`src/shared/dost_params.svh`:
```
// constants for the deserializer output-state and link self-test block
// Behaviour
// - power-up starts lock; lock low or released
// - lock output high once lock completes
// - power-down releases every output
// - drive-off, state-select 0: outputs driven low
// - drive-off, state-select 1: outputs released
// - no lock: outputs low, clock optional oscillator
// - no activity: lock low, pass held
// - locked, enabled, state-select 1: all outputs valid
// - self-test configured by pins or register
// - enable pin high enters self-test
// - pins pick pixel clock or oscillator
// - register bits pick clock per mode
// - errored frame pulses pass low briefly
// - run result shown one pixel cycle
// - readable error-frame count, kept until restart or power-down
// - lock in self-test raises pass, checks
// - self-test commands remote serializer pattern
// - enable pin low stops checking, normal
`ifndef DOST_PARAMS_SVH
`define DOST_PARAMS_SVH

`define DOST_ADDR_W          8
`define DOST_OFF_CTRL        8'h24
`define DOST_OFF_ERRCNT      8'h25
`define DOST_CTRL_RESET      8'h00
`define DOST_CTRL_EN_BIT     0
`define DOST_CTRL_CLK_LO     1
`define DOST_CTRL_CLK_HI     2
`define DOST_CTRL_REGCFG_BIT 3
`define DOST_CTRL_OSC_BIT    4
`define DOST_RESULT_CYCLES   2'h2

`endif

```
`src/shared/dost_pkg.sv`:
```
// types for the deserializer output-state and link self-test block
package dost_pkg;

	typedef enum logic [1:0] {
		DOST_IDLE = 2'h0,
		DOST_WAIT = 2'h1,
		DOST_RUN  = 2'h3,
		DOST_DONE = 2'h2
	} dost_state_t;

	typedef enum logic [1:0] {
		DOST_MODE_10B  = 2'h0,
		DOST_MODE_12HF = 2'h1,
		DOST_MODE_12LF = 2'h2
	} dost_mode_t;

	typedef enum logic [2:0] {
		DOST_CLK_PCLK   = 3'h0,
		DOST_CLK_OSC100 = 3'h1,
		DOST_CLK_OSC75  = 3'h2,
		DOST_CLK_OSC50  = 3'h3,
		DOST_CLK_OSC37  = 3'h4,
		DOST_CLK_OSC25  = 3'h5
	} dost_clk_t;

endpackage

```
`src/hw/dost_err_count.sv`:
```
// saturating error-frame counter for the link self-test
`timescale 1ns/100ps
module dost_err_count #(
	parameter int W = 8
) (
	// clock and reset
	input  wire logic         clock,
	input  wire logic         rst_b,
	input  wire logic         clk_en,
	// control
	input  wire logic         clr,
	input  wire logic         inc,
	// count
	output logic [W-1:0]      count
);
	typedef struct packed {
		logic [W-1:0] cnt;
	} dost_cnt_s_t;

	dost_cnt_s_t s_q;
	dost_cnt_s_t s_d;

	always_comb begin
		s_d = s_q;
		if (clr) begin
			s_d.cnt = '0;
		end else if (inc && (s_q.cnt != {W{1'b1}})) begin
			s_d.cnt = s_q.cnt + {{(W-1){1'b0}}, 1'b1};
		end
	end

	always_ff @(posedge clock or negedge rst_b) begin
		if (!rst_b) begin
			s_q <= '0;
		end else if (clk_en) begin
			s_q <= s_d;
		end
	end

	assign count = s_q.cnt;
endmodule

```
`src/hw/dost_top.sv`:
```
// deserializer output-state control and at-speed link self-test checker
`timescale 1ns/100ps
`include "dost_params.svh"
module dost_top #(
	parameter int DATA_W = 12,
	parameter int GPIO_W = 4,
	parameter int CNT_W  = 8
) (
	// clock and reset
	input  wire logic                    clock,
	input  wire logic                    rst_b,
	input  wire logic                    clk_en,
	// output control pins
	input  wire logic                    power_down_n,
	input  wire logic                    output_drive_enable,
	input  wire logic                    output_state_select,
	input  wire dost_pkg::dost_mode_t    mode,
	// recovery front end
	input  wire logic                    serial_active,
	input  wire logic                    recovery_lock_done,
	input  wire logic [DATA_W-1:0]       rx_data,
	input  wire logic [GPIO_W-1:0]       rx_gpio,
	// self-test inputs
	input  wire logic                    selftest_enable_pin,
	input  wire logic [1:0]              selftest_clk_pins,
	input  wire logic                    remote_in_selftest,
	input  wire logic                    frame_done,
	input  wire logic                    frame_err,
	// register port
	input  wire logic [`DOST_ADDR_W-1:0] reg_addr,
	input  wire logic                    reg_wr,
	input  wire logic                    reg_rd,
	input  wire logic [7:0]              reg_wdata,
	output logic [7:0]                   reg_rdata,
	// back channel and clock selection
	output logic                         remote_selftest_start,
	output dost_pkg::dost_clk_t          selftest_clk_sel,
	output logic                         selftest_active,
	// pins with their enables; gpio_o shares data_oe with data_o
	output logic                         lock_o,
	output logic                         lock_oe,
	output logic                         pass_o,
	output logic                         pass_oe,
	output logic [DATA_W-1:0]            data_o,
	output logic [GPIO_W-1:0]            gpio_o,
	output logic                         data_oe,
	output logic                         pclk_o,
	output logic                         pclk_oe
);
	import dost_pkg::*;

	typedef struct packed {
		dost_state_t        st;
		logic [1:0]         hold;
		logic               result;
		logic [7:0]         ctrl;
		logic [7:0]         rdata;
		logic               lock;
		logic               acq;
		logic               pclk_ph;
		logic               pass_int;
		logic               lock_o;
		logic               lock_oe;
		logic               pass_o;
		logic               pass_oe;
		logic [DATA_W-1:0]  data_o;
		logic [GPIO_W-1:0]  gpio_o;
		logic               data_oe;
		logic               pclk_o;
		logic               pclk_oe;
		logic               remote;
		dost_clk_t          clk_sel;
	} dost_s_t;

	dost_s_t            s_q;
	dost_s_t            s_d;
	logic [CNT_W-1:0]   err_count;
	logic               cnt_clr;
	logic               cnt_inc;
	logic               st_en;
	logic [1:0]         reg_clk;

	dost_err_count #(
		.W      (CNT_W)
	) i_dost_err_count (
		.clock  (clock),
		.rst_b  (rst_b),
		.clk_en (clk_en),
		.clr    (cnt_clr),
		.inc    (cnt_inc),
		.count  (err_count)
	);

	assign st_en = s_q.ctrl[`DOST_CTRL_REGCFG_BIT] ?
		s_q.ctrl[`DOST_CTRL_EN_BIT] : selftest_enable_pin;
	assign reg_clk = s_q.ctrl[`DOST_CTRL_CLK_HI:`DOST_CTRL_CLK_LO];

	assign cnt_clr = !power_down_n ||
		(s_q.st == DOST_IDLE && st_en);
	assign cnt_inc = power_down_n && s_q.st == DOST_RUN && st_en &&
		frame_done && frame_err;

	always_comb begin
		s_d = s_q;
		s_d.rdata = 8'h00;
		if (reg_rd) begin
			case (reg_addr)
				`DOST_OFF_CTRL:   s_d.rdata = s_q.ctrl;
				`DOST_OFF_ERRCNT: s_d.rdata = 8'(err_count);
				default:          s_d.rdata = 8'h00;
			endcase
		end
		if (reg_wr && reg_addr == `DOST_OFF_CTRL) begin
			s_d.ctrl = reg_wdata;
		end
		s_d.pclk_ph = ~s_q.pclk_ph;

		if (!serial_active) begin
			s_d.lock = 1'b0;
		end else if (recovery_lock_done) begin
			s_d.lock = 1'b1;
			s_d.acq = 1'b0;
		end

		if (s_q.ctrl[`DOST_CTRL_REGCFG_BIT]) begin
			case (reg_clk)
				2'h1: begin
					case (mode)
						DOST_MODE_10B:  s_d.clk_sel = DOST_CLK_OSC100;
						DOST_MODE_12HF: s_d.clk_sel = DOST_CLK_OSC75;
						default:        s_d.clk_sel = DOST_CLK_OSC50;
					endcase
				end
				2'h2: begin
					case (mode)
						DOST_MODE_10B:  s_d.clk_sel = DOST_CLK_OSC50;
						DOST_MODE_12HF: s_d.clk_sel = DOST_CLK_OSC37;
						default:        s_d.clk_sel = DOST_CLK_OSC25;
					endcase
				end
				// reserved code falls back to pixel clock
				default: s_d.clk_sel = DOST_CLK_PCLK;
			endcase
		end else begin
			case (selftest_clk_pins)
				2'h1:    s_d.clk_sel = DOST_CLK_OSC50;
				2'h2:    s_d.clk_sel = DOST_CLK_OSC25;
				default: s_d.clk_sel = DOST_CLK_PCLK;
			endcase
		end

		case (s_q.st)
			DOST_IDLE: begin
				s_d.pass_int = 1'b0;
				if (st_en) begin
					s_d.st = DOST_WAIT;
					s_d.result = 1'b1;
				end
			end
			DOST_WAIT: begin
				if (!st_en) begin
					s_d.st = DOST_IDLE;
				end else if (s_q.lock && remote_in_selftest) begin
					s_d.st = DOST_RUN;
					s_d.pass_int = 1'b1;
				end
			end
			DOST_RUN: begin
				s_d.pass_int = 1'b1;
				if (!st_en) begin
					s_d.st = DOST_DONE;
					s_d.hold = `DOST_RESULT_CYCLES;
					s_d.pass_int = s_q.result;
				// one low clock is half a pixel period
				end else if (frame_done && frame_err) begin
					s_d.pass_int = 1'b0;
					s_d.result = 1'b0;
				end
			end
			DOST_DONE: begin
				// result for one pixel period only
				s_d.pass_int = s_q.result;
				s_d.hold = s_q.hold - 2'h1;
				if (s_q.hold == 2'h1) begin
					s_d.st = DOST_IDLE;
					s_d.pass_int = 1'b0;
				end
			end
			default: s_d.st = DOST_IDLE;
		endcase

		// back channel asks for the pattern
		s_d.remote = (s_d.st == DOST_WAIT) || (s_d.st == DOST_RUN);

		// lock released while acquiring with drive off
		s_d.lock_o = s_d.lock;
		s_d.lock_oe = !(s_d.acq && !output_drive_enable);
		if (!output_drive_enable) begin
			s_d.pass_o = 1'b0;
			s_d.data_o = '0;
			s_d.gpio_o = '0;
			s_d.pclk_o = 1'b0;
			s_d.pass_oe = !output_state_select;
			s_d.data_oe = !output_state_select;
			s_d.pclk_oe = !output_state_select;
		end else begin
			s_d.pass_oe = 1'b1;
			s_d.data_oe = 1'b1;
			s_d.pclk_oe = 1'b1;
			s_d.data_o = '0;
			s_d.gpio_o = '0;
			s_d.pclk_o = 1'b0;
			if (!output_state_select) begin
				s_d.pass_o = 1'b0;
				if (!s_d.lock && s_q.ctrl[`DOST_CTRL_OSC_BIT]) begin
					s_d.pclk_o = s_q.pclk_ph;
				end
			end else if (!s_d.lock) begin
				s_d.pass_o = s_q.pass_o;
			end else begin
				s_d.pass_o = s_d.pass_int;
				s_d.data_o = rx_data;
				s_d.gpio_o = rx_gpio;
				s_d.pclk_o = s_q.pclk_ph;
			end
		end

		// power-down acts as reset and releases pins
		if (!power_down_n) begin
			s_d = '0;
			s_d.acq = 1'b1;
			s_d.ctrl = `DOST_CTRL_RESET;
		end
	end

	always_ff @(posedge clock or negedge rst_b) begin
		if (!rst_b) begin
			s_q <= '0;
			s_q.acq <= 1'b1;
			s_q.ctrl <= `DOST_CTRL_RESET;
		end else if (clk_en) begin
			s_q <= s_d;
		end
	end

	assign reg_rdata = s_q.rdata;
	assign remote_selftest_start = s_q.remote;
	assign selftest_clk_sel = s_q.clk_sel;
	assign selftest_active = s_q.st == DOST_RUN;
	assign lock_o = s_q.lock_o;
	assign lock_oe = s_q.lock_oe;
	assign pass_o = s_q.pass_o;
	assign pass_oe = s_q.pass_oe;
	assign data_o = s_q.data_o;
	assign gpio_o = s_q.gpio_o;
	assign data_oe = s_q.data_oe;
	assign pclk_o = s_q.pclk_o;
	assign pclk_oe = s_q.pclk_oe;

	pd_release_a: assert property (
		@(posedge clock) disable iff (!rst_b)
		(clk_en && !power_down_n) |=>
			!lock_oe && !pass_oe && !data_oe && !pclk_oe)
		else $error("outputs driven during power-down");

	lock_rise_a: assert property (
		@(posedge clock) disable iff (!rst_b)
		(clk_en && power_down_n && serial_active &&
			recovery_lock_done) |=> lock_o && lock_oe)
		else $error("lock not raised after lock done");

	drive_low_a: assert property (
		@(posedge clock) disable iff (!rst_b)
		(clk_en && power_down_n && !output_drive_enable &&
			!output_state_select) |=>
			pass_oe && !pass_o && data_oe && data_o == '0 && !pclk_o)
		else $error("drive-off low state wrong");

	drive_float_a: assert property (
		@(posedge clock) disable iff (!rst_b)
		(clk_en && power_down_n && !output_drive_enable &&
			output_state_select) |=> !pass_oe && !data_oe && !pclk_oe)
		else $error("drive-off outputs not released");

	idle_hold_a: assert property (
		@(posedge clock) disable iff (!rst_b)
		(clk_en && power_down_n && output_drive_enable &&
			output_state_select && !serial_active) |=>
			!lock_o && pass_o == $past(pass_o) && data_o == '0)
		else $error("static link state wrong");

	err_pulse_a: assert property (
		@(posedge clock) disable iff (!rst_b)
		(clk_en && power_down_n && st_en && s_q.st == DOST_RUN &&
			frame_done && frame_err) |=> !s_q.pass_int && !s_q.result)
		else $error("errored frame gave no pass pulse");

	result_span_a: assert property (
		@(posedge clock) disable iff (!rst_b)
		(clk_en && power_down_n && s_q.st == DOST_RUN && !st_en)
			##1 clk_en [*2] |=> s_q.st == DOST_IDLE && !s_q.pass_int)
		else $error("result not limited to one pixel period");

	session_clear_a: assert property (
		@(posedge clock) disable iff (!rst_b)
		(clk_en && cnt_clr) |=> err_count == '0)
		else $error("error count not cleared at session start");

	remote_cmd_a: assert property (
		@(posedge clock) disable iff (!rst_b)
		(s_q.st == DOST_WAIT || s_q.st == DOST_RUN) |->
			remote_selftest_start)
		else $error("remote serializer not commanded");

	run_entry_a: assert property (
		@(posedge clock) disable iff (!rst_b)
		(clk_en && power_down_n && s_q.st == DOST_WAIT && st_en &&
			s_q.lock && remote_in_selftest) |=>
			s_q.st == DOST_RUN && s_q.pass_int)
		else $error("self-test run not started on lock");

	stop_check_a: assert property (
		@(posedge clock) disable iff (!rst_b)
		(clk_en && power_down_n && s_q.st == DOST_RUN && !st_en) |=>
			s_q.st == DOST_DONE && !remote_selftest_start)
		else $error("checker kept running after disable");

	pd_count_clear_a: assert property (
		@(posedge clock) disable iff (!rst_b)
		(clk_en && !power_down_n) |=> err_count == '0)
		else $error("error count kept through power-down");

	clock_low_a: assert property (
		@(posedge clock) disable iff (!rst_b)
		(clk_en && power_down_n && output_drive_enable &&
			!output_state_select && !s_q.ctrl[`DOST_CTRL_OSC_BIT]) |=>
			pclk_oe && !pclk_o && !pass_o)
		else $error("clock output not held low");

	pclk_code_a: assert property (
		@(posedge clock) disable iff (!rst_b)
		(clk_en && power_down_n && s_q.ctrl[`DOST_CTRL_REGCFG_BIT] &&
			reg_clk == 2'h0) |=> selftest_clk_sel == DOST_CLK_PCLK)
		else $error("register clock code zero not pixel clock");
endmodule

```
`config.mk`:
```
export PLATFORM = sky130hd
export DESIGN_NAME = dost_top
export DESIGN_NICKNAME = d
export VERILOG_FILES = /design/src/shared/dost_pkg.sv /design/src/hw/dost_err_count.sv /design/src/hw/dost_top.sv
export VERILOG_INCLUDE_DIRS = /design/src /design/src/shared
export SDC_FILE = /design/constraint.sdc
export NUM_CORES = 1
export LEC_CHECK = 0
export BUFFER_PORTS_ARGS = -buffer_cell sky130_fd_sc_hd__buf_2
export CAP_MARGIN = 30
export CORE_MARGIN = 2
export CORE_UTILIZATION = 40
export CTS_CLUSTER_DIAMETER = 100
export DETAILED_ROUTE_END_ITERATION = 8
export PLACE_DENSITY = 0.67
export SETUP_SLACK_MARGIN = 0.15
export SLEW_MARGIN = 15
export SYNTH_ARGS = -nofsm -noshare
export SYNTH_HDL_FRONTEND = slang
export SYNTH_SLANG_ARGS = --single-unit
```
`constraint.sdc`:
```
create_clock -name clock -period 1.9 [get_ports clock]
set_input_delay 0.285 -clock clock [delete_from_list [all_inputs] [get_ports clock]]
set_output_delay 0.285 -clock clock [all_outputs]
set_load 0.01 [all_outputs]
```
==> results of run 1 <==
-- cells by family after synthesis --
| kind of cell | synth area share, % |
|---|---|
| multiplexers | 2.15 |
| adder cells (fa/ha/maj) | 2.53 |
| flip-flops | 47.3 |
| AND/OR/NAND/NOR | 12.0 |
| AO/OA/AOI/OAI | 22.8 |
| buffers and inverters | 13.1 |
-- critical path, cell delays in order (launching register included) --
cell and delay, ps:
dfrtp_1 440, mux2i_4 200, or3_4 450, or4_4 500, a21oi_2 130
-- final cells by class --
| class | count | area [um^2] | area share (%) |
|---|---|---|---|
| sequential | 56 | 1400 | 39.3 |
| multi-input combinational | 169 | 1220 | 34.2 |
| timing repair buffer | 109 | 632 | 17.7 |
| tap | 99 | 124 | 3.46 |
| inverter | 26 | 97.6 | 2.73 |
| clock buffer | 5 | 68.8 | 1.92 |
| clock inverter | 3 | 27.5 | 0.770 |
-- registers in the layout, indices dropped and copies added, names as in the netlist --
| register | cells |
|---|---|
| data_o | 12 |
| pass_o | 1 |
| pass_oe | 1 |
| lock_oe | 1 |
| pclk_o | 1 |
| reg_clk | 2 |
| reg_rdata | 8 |
| s_q | 15 |
| i_dost_err_count.count | 8 |
| selftest_clk_sel | 3 |
| gpio_o | 4 |
-- worst max path at each step --
stage / slack, ps / from / cells past startpoint / to
6_report: 120 / s_q[42] / 4 / i_dost_err_count.count[7]
5_1_grt: 60 / s_q[42] / 4 / i_dost_err_count.count[7]
4_1_cts: 150 / i_dost_err_count.count[1] / 5 / i_dost_err_count.count[3]
3_5_place_dp: -70 / reg_addr[4] / 5 / reg_clk[1]
3_3_place_gp: -50 / reg_addr[4] / 5 / s_q[42]
2_1_floorplan: -40 / reg_addr[4] / 5 / reg_clk[0]
-- synthesized netlist by cell type, types with 2 or more instances --
cell       count  share of area [%]
a21o_1         5                1.3
a21oi_1       19                3.2
a22o_1        17                5.0
a22o_2         4                1.4
a22oi_1        8                2.0
a311oi_1       2               0.59
and2_1         3               0.63
and4_1         2               0.59
buf_2          2               0.34
buf_4         30                7.6
clkbuf_1      12                1.5
dfrtp_1       55                 46
ha_1           6                2.5
inv_1         25                3.2
mux2_2         3                1.1
mux2i_1        3                1.0
nand2_1        8                1.0
nand2b_1       2               0.42
nand3_1       16                2.7
nand4_1        4               0.84
nor2_1         5               0.63
nor2b_1        3               0.63
nor3_1         2               0.34
nor4_1         2               0.42
o211ai_1       4                1.0
o21ai_0       19                3.2
o221ai_1       4                1.2
o2bb2ai_1      3               0.89
o31ai_1        6                1.5
or3_1          2               0.42
or3b_2         2               0.59
or4_1          5                1.3
-- power by group through the flow --
| stage | Sequential (mW) | Clock [mW] | Combinational [mW] |
|---|---|---|---|
| floorplan | 1.35 | 0 | 0.319 |
| finish | 1.33 | 0.703 | 0.511 |
| global route | 1.34 | 0.771 | 0.572 |
| global placement | 1.35 | 0 | 0.489 |
| CTS | 1.33 | 0.729 | 0.511 |
| detailed placement | 1.35 | 0 | 0.504 |
-- per-stage QoR --
stage | instances | setup WS [ps]
after floorplan | 296 | -43.6
after global placement | 453 | -53.0
after detailed placement | 453 | -68.9
after CTS | 462 | 154
after global routing | 467 | 62.2
final | 467 | 115
-- cell usage in the layout (no fill, tap or decap), drive strengths merged, types with 2 or more instances in the layout --
cell type,Yosys,layout
a21o,5,5
a21oi,19,19
a22o,21,21
a22oi,8,8
a311oi,2,2
and2,3,3
and4,2,2
buf,33,108
clkbuf,12,5
clkinv,1,2
dfrtp,55,55
ha,6,6
inv,25,26
mux2,3,3
mux2i,3,3
nand2,8,8
nand2b,2,2
nand3,16,16
nand4,4,4
nor2,5,5
nor2b,3,3
nor3,2,2
nor4,3,3
o211ai,4,4
o21ai,19,19
o221ai,4,4
o2bb2ai,3,3
o31ai,6,6
or3,2,2
or3b,2,2
or4,6,6
-- metal layers --
metal,GRT usage [%],share of wire [%]
met3,3.77,5.9
met1,23.4,44
met4,4.10,1.1
met2,28.4,49
met5,0,0
-- what timing repair did --
item                                    CTS  global route
setup buffers                             0             5
endpoints found under the hold margin    18             0
endpoints found under the setup margin    5             7
pin swaps                                 0             2
hold buffers                              1             0
resized for setup                         3            12
==> out/metrics.yaml, run 1 <==
ant_nets: 0
synth.distinct_cells: 45
tightest_slew_ps: 525
ys.flop_type: "dfrtp_1"
arrival_ps: 2040
fin_area_mm2: 0.00358
ir_drop_uv: 328
grt_start_max_net_pins: 39
finalClockSkew_ps: 5.49
die_y_um: 90.1
whs_path_depth: 2
power_frac_comb_pct: 20.1
clk_pin_slew_ps: 110
yosysWarnings: 0
maxCapViolations: 0
rsz0062_at_grt: "yes"
final_util_pct: 49.6
slew_viol_final: 0
p_sw_uw: 767
first_pass_iters: 4
die_area_mm2: 0.00811
initial_utilization_pct: 41.1
hp-start: "rx_data[9]"
fin_setup_tns_ps: 0
cts_sinks: 56
reg2regPathDepth: 4
drc: 0
synth_area_mm2: 0.00296
synth_area_per_cell_um2: 10.0
yosys_register_bits: 56
grt.total_usage_pct: 17.3
antenna_found_initial: 0
hold_class: "in2reg"
grt_pass1_wl_mm: 11.5
n_antenna_cell: 0
hold_end: "data_o[9]"
seqPwrFrac_pct: 52.3
fill_cells: 702
dpl_cell_area_mm2: 0.00338
final-hold-violation-count: 0
final_net_count: 423
status: "finished, final reports clean"
port-buffer-count: 85
fp.dieW_um: 90.1
fp-row-count: 31
worstReg2RegStart: "s_q[42]"
cts_buffers: 5
intPower_mw: 1.78
drt-total-wl_mm: 7.10
area_growth_syn_to_layout_pct: 20.6
reg2reg_to: "i_dost_err_count.count[7]"
synthArstFlopShare_pct: 100
rrSetupSlack_ps: 120
via_per_inst: 5.34
vias: 2493
num_io_pins: 86
cts_max_level: 2
clk_latency_ps: 320
drive_gt1_share_pct: 37.8
drtIter0Drc: 94
max_freq_ghz: 0.560
relSlewSlack_pct: 64.9
wl_per_cell_um: 15.2
holdWs_ps: 175
gr-total-overflow: 0
grt_pass1_vias: 2305
swShare_pct: 30.1
core-area_mm2: 0.00721
finalCriticalPeriod_ps: 1780
cts.path.max_buffers: 2
syn-instance-count: 296
place_hpwl_mm: 5.00
cts_tree: "yes"
place.gp.congestion: 0.848
power_mw: 2.54
ctsRootBufferMaster: "clkbuf_8"
clkPwrFrac_pct: 27.6
critPathLaunchType: "register"
setup_viol: 0
power.density_mw_per_mm2: 711
fin_crit_sh_pct: 93.9
path_class: "reg2reg"
ys_seq_area_share_pct: 47.3
leakage_nw: 1.72
synth_edf_count: 0
worstPathRequired_ps: 2160
crit_path_end_kind: "register"
syn_nets: 352
crit_fanout: 8
Note: power is estimated with default switching activity, not from simulation.
==> run 2: changes to the inputs <==
BUFFER_PORTS_ARGS = unset   (was -buffer_cell sky130_fd_sc_hd__buf_2)
CORE_MARGIN = unset   (was 2)
DONT_BUFFER_PORTS = 1   (was unset)
PLACE_DENSITY = unset   (was 0.67)
==> run 2 against run 1 <==
Against the previous run:
- maximum frequency grew 3.3%
- core utilization shrank 5.8 points
- power shrank 4.0%
- die area shrank 4.4%
- critical endpoint is now i_dost_err_count.count[6]
- critical path depth grew 1
- worst hold slack lost 130 ps
- non-clock buffer count shrank 84
- combinational power shrank 23%
- final area shrank 12%
==> out/metrics.yaml, run 2 (synthesis results as in run 1) <==
status: "finished, final reports clean"
regMostFlops: "s_q"
worstPathRequired_ps: 2160  # about the same
crit_path_end_kind: "register"
power.density_mw_per_mm2: 773  # +8.7%
maxCapViolations: 0  # unchanged
place_hpwl_mm: 4.90  # -1.9%
relSlewSlack_pct: 73.5  # +8.6 points
dpl_cell_area_mm2: 0.00294  # -13%
place.gp.congestion: 0.777  # -8.3%
clk_pin_slew_ps: 110  # about the same
cts.path.max_buffers: 2  # unchanged
fin_crit_sh_pct: 91.0  # -3.0 points
cts_max_level: 2  # unchanged
fin_ws_ps: 172  # +56.5 ps
path_cells: "mux2i_4, or3_4, buf_6, or3_1, a21oi_2"
initial_utilization_pct: 41.1  # unchanged
path_class: "reg2reg"
via_per_inst: 5.79  # +8.4%
max_freq_ghz: 0.579  # +3.3%
crit_fanout: 7  # -1
rsz0062_at_grt: "yes"
arrival_ps: 1990  # -50 ps
fin_area_mm2: 0.00316  # -12%
pre_cts_ws_ps: 19.8  # +88.7 ps
ctsRootBufferMaster: "clkbuf_8"
leakage_nw: 1.34  # -22%
area_growth_syn_to_layout_pct: 6.59
tightest_slew_ps: 393  # -132 ps
ir_drop_uv: 380  # +16%
n_antenna_cell: 0  # unchanged
die_area_mm2: 0.00776  # -4.4%
hold_class: "in2reg"
critPathLaunchType: "register"
ant_nets: 0  # unchanged
grt_pass1_vias: 2123  # -7.9%
final-hold-violation-count: 0  # unchanged
drive_gt1_share_pct: 19.4  # -18 points
cts_buffers: 5  # unchanged
slew_viol_final: 0  # unchanged
final_net_count: 339  # -20%
grt_pass1_wl_mm: 10.8  # -6.1%
die_y_um: 88.1  # -2.2%
num_io_pins: 86  # unchanged
finalCriticalPeriod_ps: 1730  # -56.5 ps
setup_viol: 0  # unchanged
largest_reg_flops: 15  # unchanged
antenna_found_initial: 0  # unchanged
grt.total_usage_pct: 18.3  # +1.1 points
cpPeakStageDelay_ps: 450  # -50 ps
gr-total-overflow: 0  # unchanged
fp.dieW_um: 88.1  # -2.2%
final_common_cell: "dfrtp_1"
drt-total-wl_mm: 6.92  # -2.5%
final_cell_mix: "dfrtp_1 (54), inv_1 (25), buf_4 (21)"
cts_tree: "yes"
cts_sinks: 56  # unchanged
cpMaxStageDelayCell: "dfrtp_2"
finalClockSkew_ps: 11.4  # +5.91 ps
grt_start_max_net_pins: 57  # +46%
drc: 0  # unchanged
port-buffer-count: 0  # -100%
wl_per_cell_um: 18.1  # +19%
first_pass_iters: 5  # +1
fp-row-count: 31  # unchanged
drtIter0Drc: 100  # +6.4%
core-area_mm2: 0.00721  # unchanged
vias: 2217  # -11%
clk_latency_ps: 320  # about the same
## run 2: cell types whose count changed in the layout (fill, tap and decap cells not counted), sizes merged
cell and change:
buf -84
## run 2: power by group
| part | switching, mW | internal, mW | leakage [nW] | total, mW |
|---|---|---|---|---|
| Clock | 0.430 | 0.272 | 0.0463 | 0.702 |
| Sequential | 0.0752 | 1.27 | 0.759 | 1.35 |
| Combinational | 0.217 | 0.175 | 0.534 | 0.392 |
## run 2: per-stage QoR
step           setup TNS [ps]  instances  power, mW  hold slack [ps]  util [%]
2_1_floorplan            -174        296       1.66            -10.6         -
3_3_place_gp                0        368       1.71            -9.80      40.8
3_5_place_dp                0        368       1.72            -9.75      40.8
4_1_cts                     0        378       2.45             32.5      42.7
5_1_grt                     0        383       2.58             20.7      43.8
6_report                    0        383       2.44             45.5      43.8
## run 2: path summary, 6_finish.rpt
path                            startpoint                   endpoint  slack (ps)  cells past startpoint
worst max-delay path               s_q[42]  i_dost_err_count.count[6]         170                      5
min in group asynchronous            rst_b                  data_o[1]         460                      2
worst min-delay path                clk_en                    s_q[28]          50                      1
worst min register to register     s_q[28]                    s_q[28]         490                      1
max in group asynchronous            rst_b                    s_q[29]        1120                      2
worst max register to register     s_q[42]  i_dost_err_count.count[6]         170                      5
## run 2: cell type report
class                           count  area (um^2)
Clock buffer                        5         68.8
Multi-Input combinational cell    169         1220
Fill cell                         685         4060
Clock inverter                      3         27.5
Sequential cell                    56         1400
Timing Repair Buffer               25          218
Tap cell                           99          124
Inverter                           26         97.6
## run 2: layer usage
metal	global-route usage, %	up-vias	wire (um)
met1	24.4	1101	3060
met2	28.3	80	3280
met4	7.18	0	127
met3	5.18	11	459
li1	-	1025	-
met5	0	-	0
## run 2: timing repair
| action | 4_1_cts | 5_1_grt |
|---|---|---|
| setup endpoints to repair | 5 | 2 |
| resized for setup | 1 | 13 |
| pin swaps | 0 | 7 |
| endpoints found under the hold margin | 56 | 0 |
| hold buffers | 2 | 0 |
| setup buffers | 0 | 5 |
## run 2: critical path: cells and delay by family (launching register included)
family                 cells  cell delay, ps
AO/OA/AOI/OAI              1             130
flip-flops                 1             450
AND/OR/NAND/NOR            2             760
buffers and inverters      1             150
multiplexers               1             190
==> run 3: changes to the inputs <==
PLACE_DENSITY = 0.64   (was unset)
==> run 3 against run 2 <==
Against the previous run:
- routed wire length fell by 6.1%
- flip-flop and latch count did not move
- sequential share of layout area rose by 1.6 points
- final cell count fell by 2.3%
- via count fell by 4.9%
- combinational power barely moved
- clock power fell by 5.3%
- die area did not move
- core utilization fell by 1.4 points
- first-iteration DRC count rose by 23%
- largest power group unchanged
==> out/metrics.yaml, run 3 (synthesis results as in run 1) <==
status: "finished, final reports clean"
drtIter0Drc: 123  # +23%
final_net_count: 330  # -2.7%
setup_viol: 0  # unchanged
cpMaxStageDelayCell: "or4_1"
largest_reg_flops: 15  # unchanged
seqPwrFrac_pct: 55.9  # +0.7 points
die_y_um: 88.1  # unchanged
ir_drop_uv: 334  # -12%
num_io_pins: 86  # unchanged
drive_gt1_share_pct: 14.5  # -4.8 points
power_mw: 2.40  # -1.7%
arrival_ps: 1960  # -30 ps
met3_usage_pct: 5.37  # +0.19 points
leakage_nw: 1.28  # -4.0%
swShare_pct: 27.3  # -2.3 points
fp.dieW_um: 88.1  # unchanged
use_met2_pct: 28.5  # +0.28 points
ant_nets: 0  # unchanged
fp-row-count: 31  # unchanged
first_pass_iters: 4  # -1
cts_max_level: 2  # unchanged
finalCriticalPeriod_ps: 1720  # -5.50 ps
cts.path.max_buffers: 2  # unchanged
clk_pin_slew_ps: 100  # about the same
core-area_mm2: 0.00721  # unchanged
grt_pass1_vias: 1981  # -6.7%
place_hpwl_mm: 4.59  # -6.3%
final_cell_mix: "dfrtp_1 (53), inv_1 (25), o21ai_0 (19)"
cts_tree: "yes"
regMostFlops: "s_q"
grt_start_max_net_pins: 57  # unchanged
fin_ws_ps: 177  # +5.50 ps
critPathLaunchType: "register"
fin_setup_tns_ps: 0  # unchanged
multi_input_area_mm2: 0.00120  # -1.9%
place.gp.congestion: 0.776  # -0.23%
clk_latency_ps: 300  # -20 ps
fin_crit_sh_pct: 90.7  # -0.29 points
cpPeakStageDelay_ps: 480  # +30 ps
use_met1_pct: 21.2  # -3.2 points
antenna_found_initial: 0  # unchanged
area_growth_syn_to_layout_pct: 3.08
fin_cells: 374  # -2.3%
gr-total-overflow: 0  # unchanged
n_antenna_cell: 0  # unchanged
die_area_mm2: 0.00776  # unchanged
path_cells: "mux2i_4, or3_4, or4_1, a21oi_1"
power.density_mw_per_mm2: 786  # +1.7%
regArea_mm2: 0.00141  # about the same
drt-total-wl_mm: 6.50  # -6.1%
slew_viol_final: 0  # unchanged
cts_buffers: 5  # unchanged
final_common_cell: "dfrtp_1"
vias: 2108  # -4.9%
cts_sinks: 56  # unchanged
wl_per_cell_um: 17.4  # -3.9%
path_class: "reg2reg"
worstPathRequired_ps: 2140  # -20 ps
tightest_slew_ps: 608  # +215 ps
intPower_mw: 1.75  # +1.5%
initial_utilization_pct: 41.1  # unchanged
drc: 0  # unchanged
dpl_cell_area_mm2: 0.00291  # -1.3%
port-buffer-count: 0  # unchanged
via_per_inst: 5.64  # -2.6%
grt.busiest_layer: "met2"
pre_cts_ws_ps: 18.3  # -1.45 ps
relSlewSlack_pct: 59.5  # -14 points
final-hold-violation-count: 0  # unchanged
grt.total_usage_pct: 16.8  # -1.5 points
fill_cells: 715  # +4.4%
ctsRootBufferMaster: "clkbuf_8"
hold_class: "in2reg"
crit_fanout: 12  # +5
clkPwrFrac_pct: 27.7  # -1.0 points
dp.cells: 363  # -1.4%
grt_pass1_wl_mm: 10.0  # -7.3%
fin_area_mm2: 0.00306  # -3.3%
maxCapViolations: 0  # unchanged
power_frac_comb_pct: 16.4  # +0.4 points
crit_path_end_kind: "register"
p_sw_uw: 656  # -9.2%
max_freq_ghz: 0.580  # +0.32%
finalClockSkew_ps: 6.92  # -4.48 ps
rsz0062_at_grt: "no"
-- run 3: cell count changes in the layout (fill, tap and decap cells not counted), sizes merged --
cell / before / now
clkinvlp: 1 / 0
clkinv: 2 / 1
buf: 24 / 15
clkbuf: 5 / 8
inv: 26 / 25
-- run 3: stage by stage --
stage	hold WS (ps)	utilization [%]
after floorplan	-10.6	-
after global placement	-9.32	40.3
after detailed placement	-8.90	40.3
after CTS	42.9	42.2
after global routing	34.0	42.4
final	62.8	42.4
-- run 3: worst paths after layout --
| path | start | to | slack, ps | cells past startpoint |
|---|---|---|---|---|
| worst max-delay path | s_q[42] | i_dost_err_count.count[7] | 180 | 4 |
| worst min-delay path | clk_en | s_q[30] | 60 | 1 |
| worst max register to register | s_q[42] | i_dost_err_count.count[7] | 180 | 4 |
| worst min register to register | s_q[28] | s_q[28] | 480 | 1 |
| max in group asynchronous | rst_b | s_q[29] | 1090 | 2 |
| min in group asynchronous | rst_b | pass_oe | 520 | 2 |
-- run 3: power by group through the flow --
| stage | logic [mW] | clock network, mW | registers [mW] |
|---|---|---|---|
| after global placement | 0.349 | 0 | 1.36 |
| after CTS | 0.396 | 0.698 | 1.34 |
| after global routing | 0.447 | 0.755 | 1.35 |
| after detailed placement | 0.361 | 0 | 1.37 |
| after floorplan | 0.319 | 0 | 1.35 |
| final | 0.394 | 0.665 | 1.34 |
-- run 3: critical path, delay by kind of cell (launching register included) --
kind / cells / cell delay (ps)
flops: 1 / 450
mux: 1 / 200
simple gates: 2 / 880
compound gates: 1 / 130
-- run 3: metal layers --
metal  part of all wire, %  up-vias
met2                    48       74
met1                    44     1026
li1                      -     1002
met5                     0        -
met4                  0.92        0
met3                   6.6        6
-- run 3: layout make-up --
type | count | share of cell area, %
Timing Repair Buffer | 16 | 4.67
Sequential cell | 56 | 46.0
Inverter | 26 | 3.19
Tap cell | 99 | 4.05
Clock buffer | 8 | 2.95
Multi-Input combinational cell | 169 | 39.1
-- run 3: what timing repair did --
action	4_1_cts	5_1_grt
endpoints found under the hold margin	56	0
cloned	0	0
setup buffers	0	1
resized for setup	2	3
hold buffers	2	0
endpoints found under the setup margin	7	4
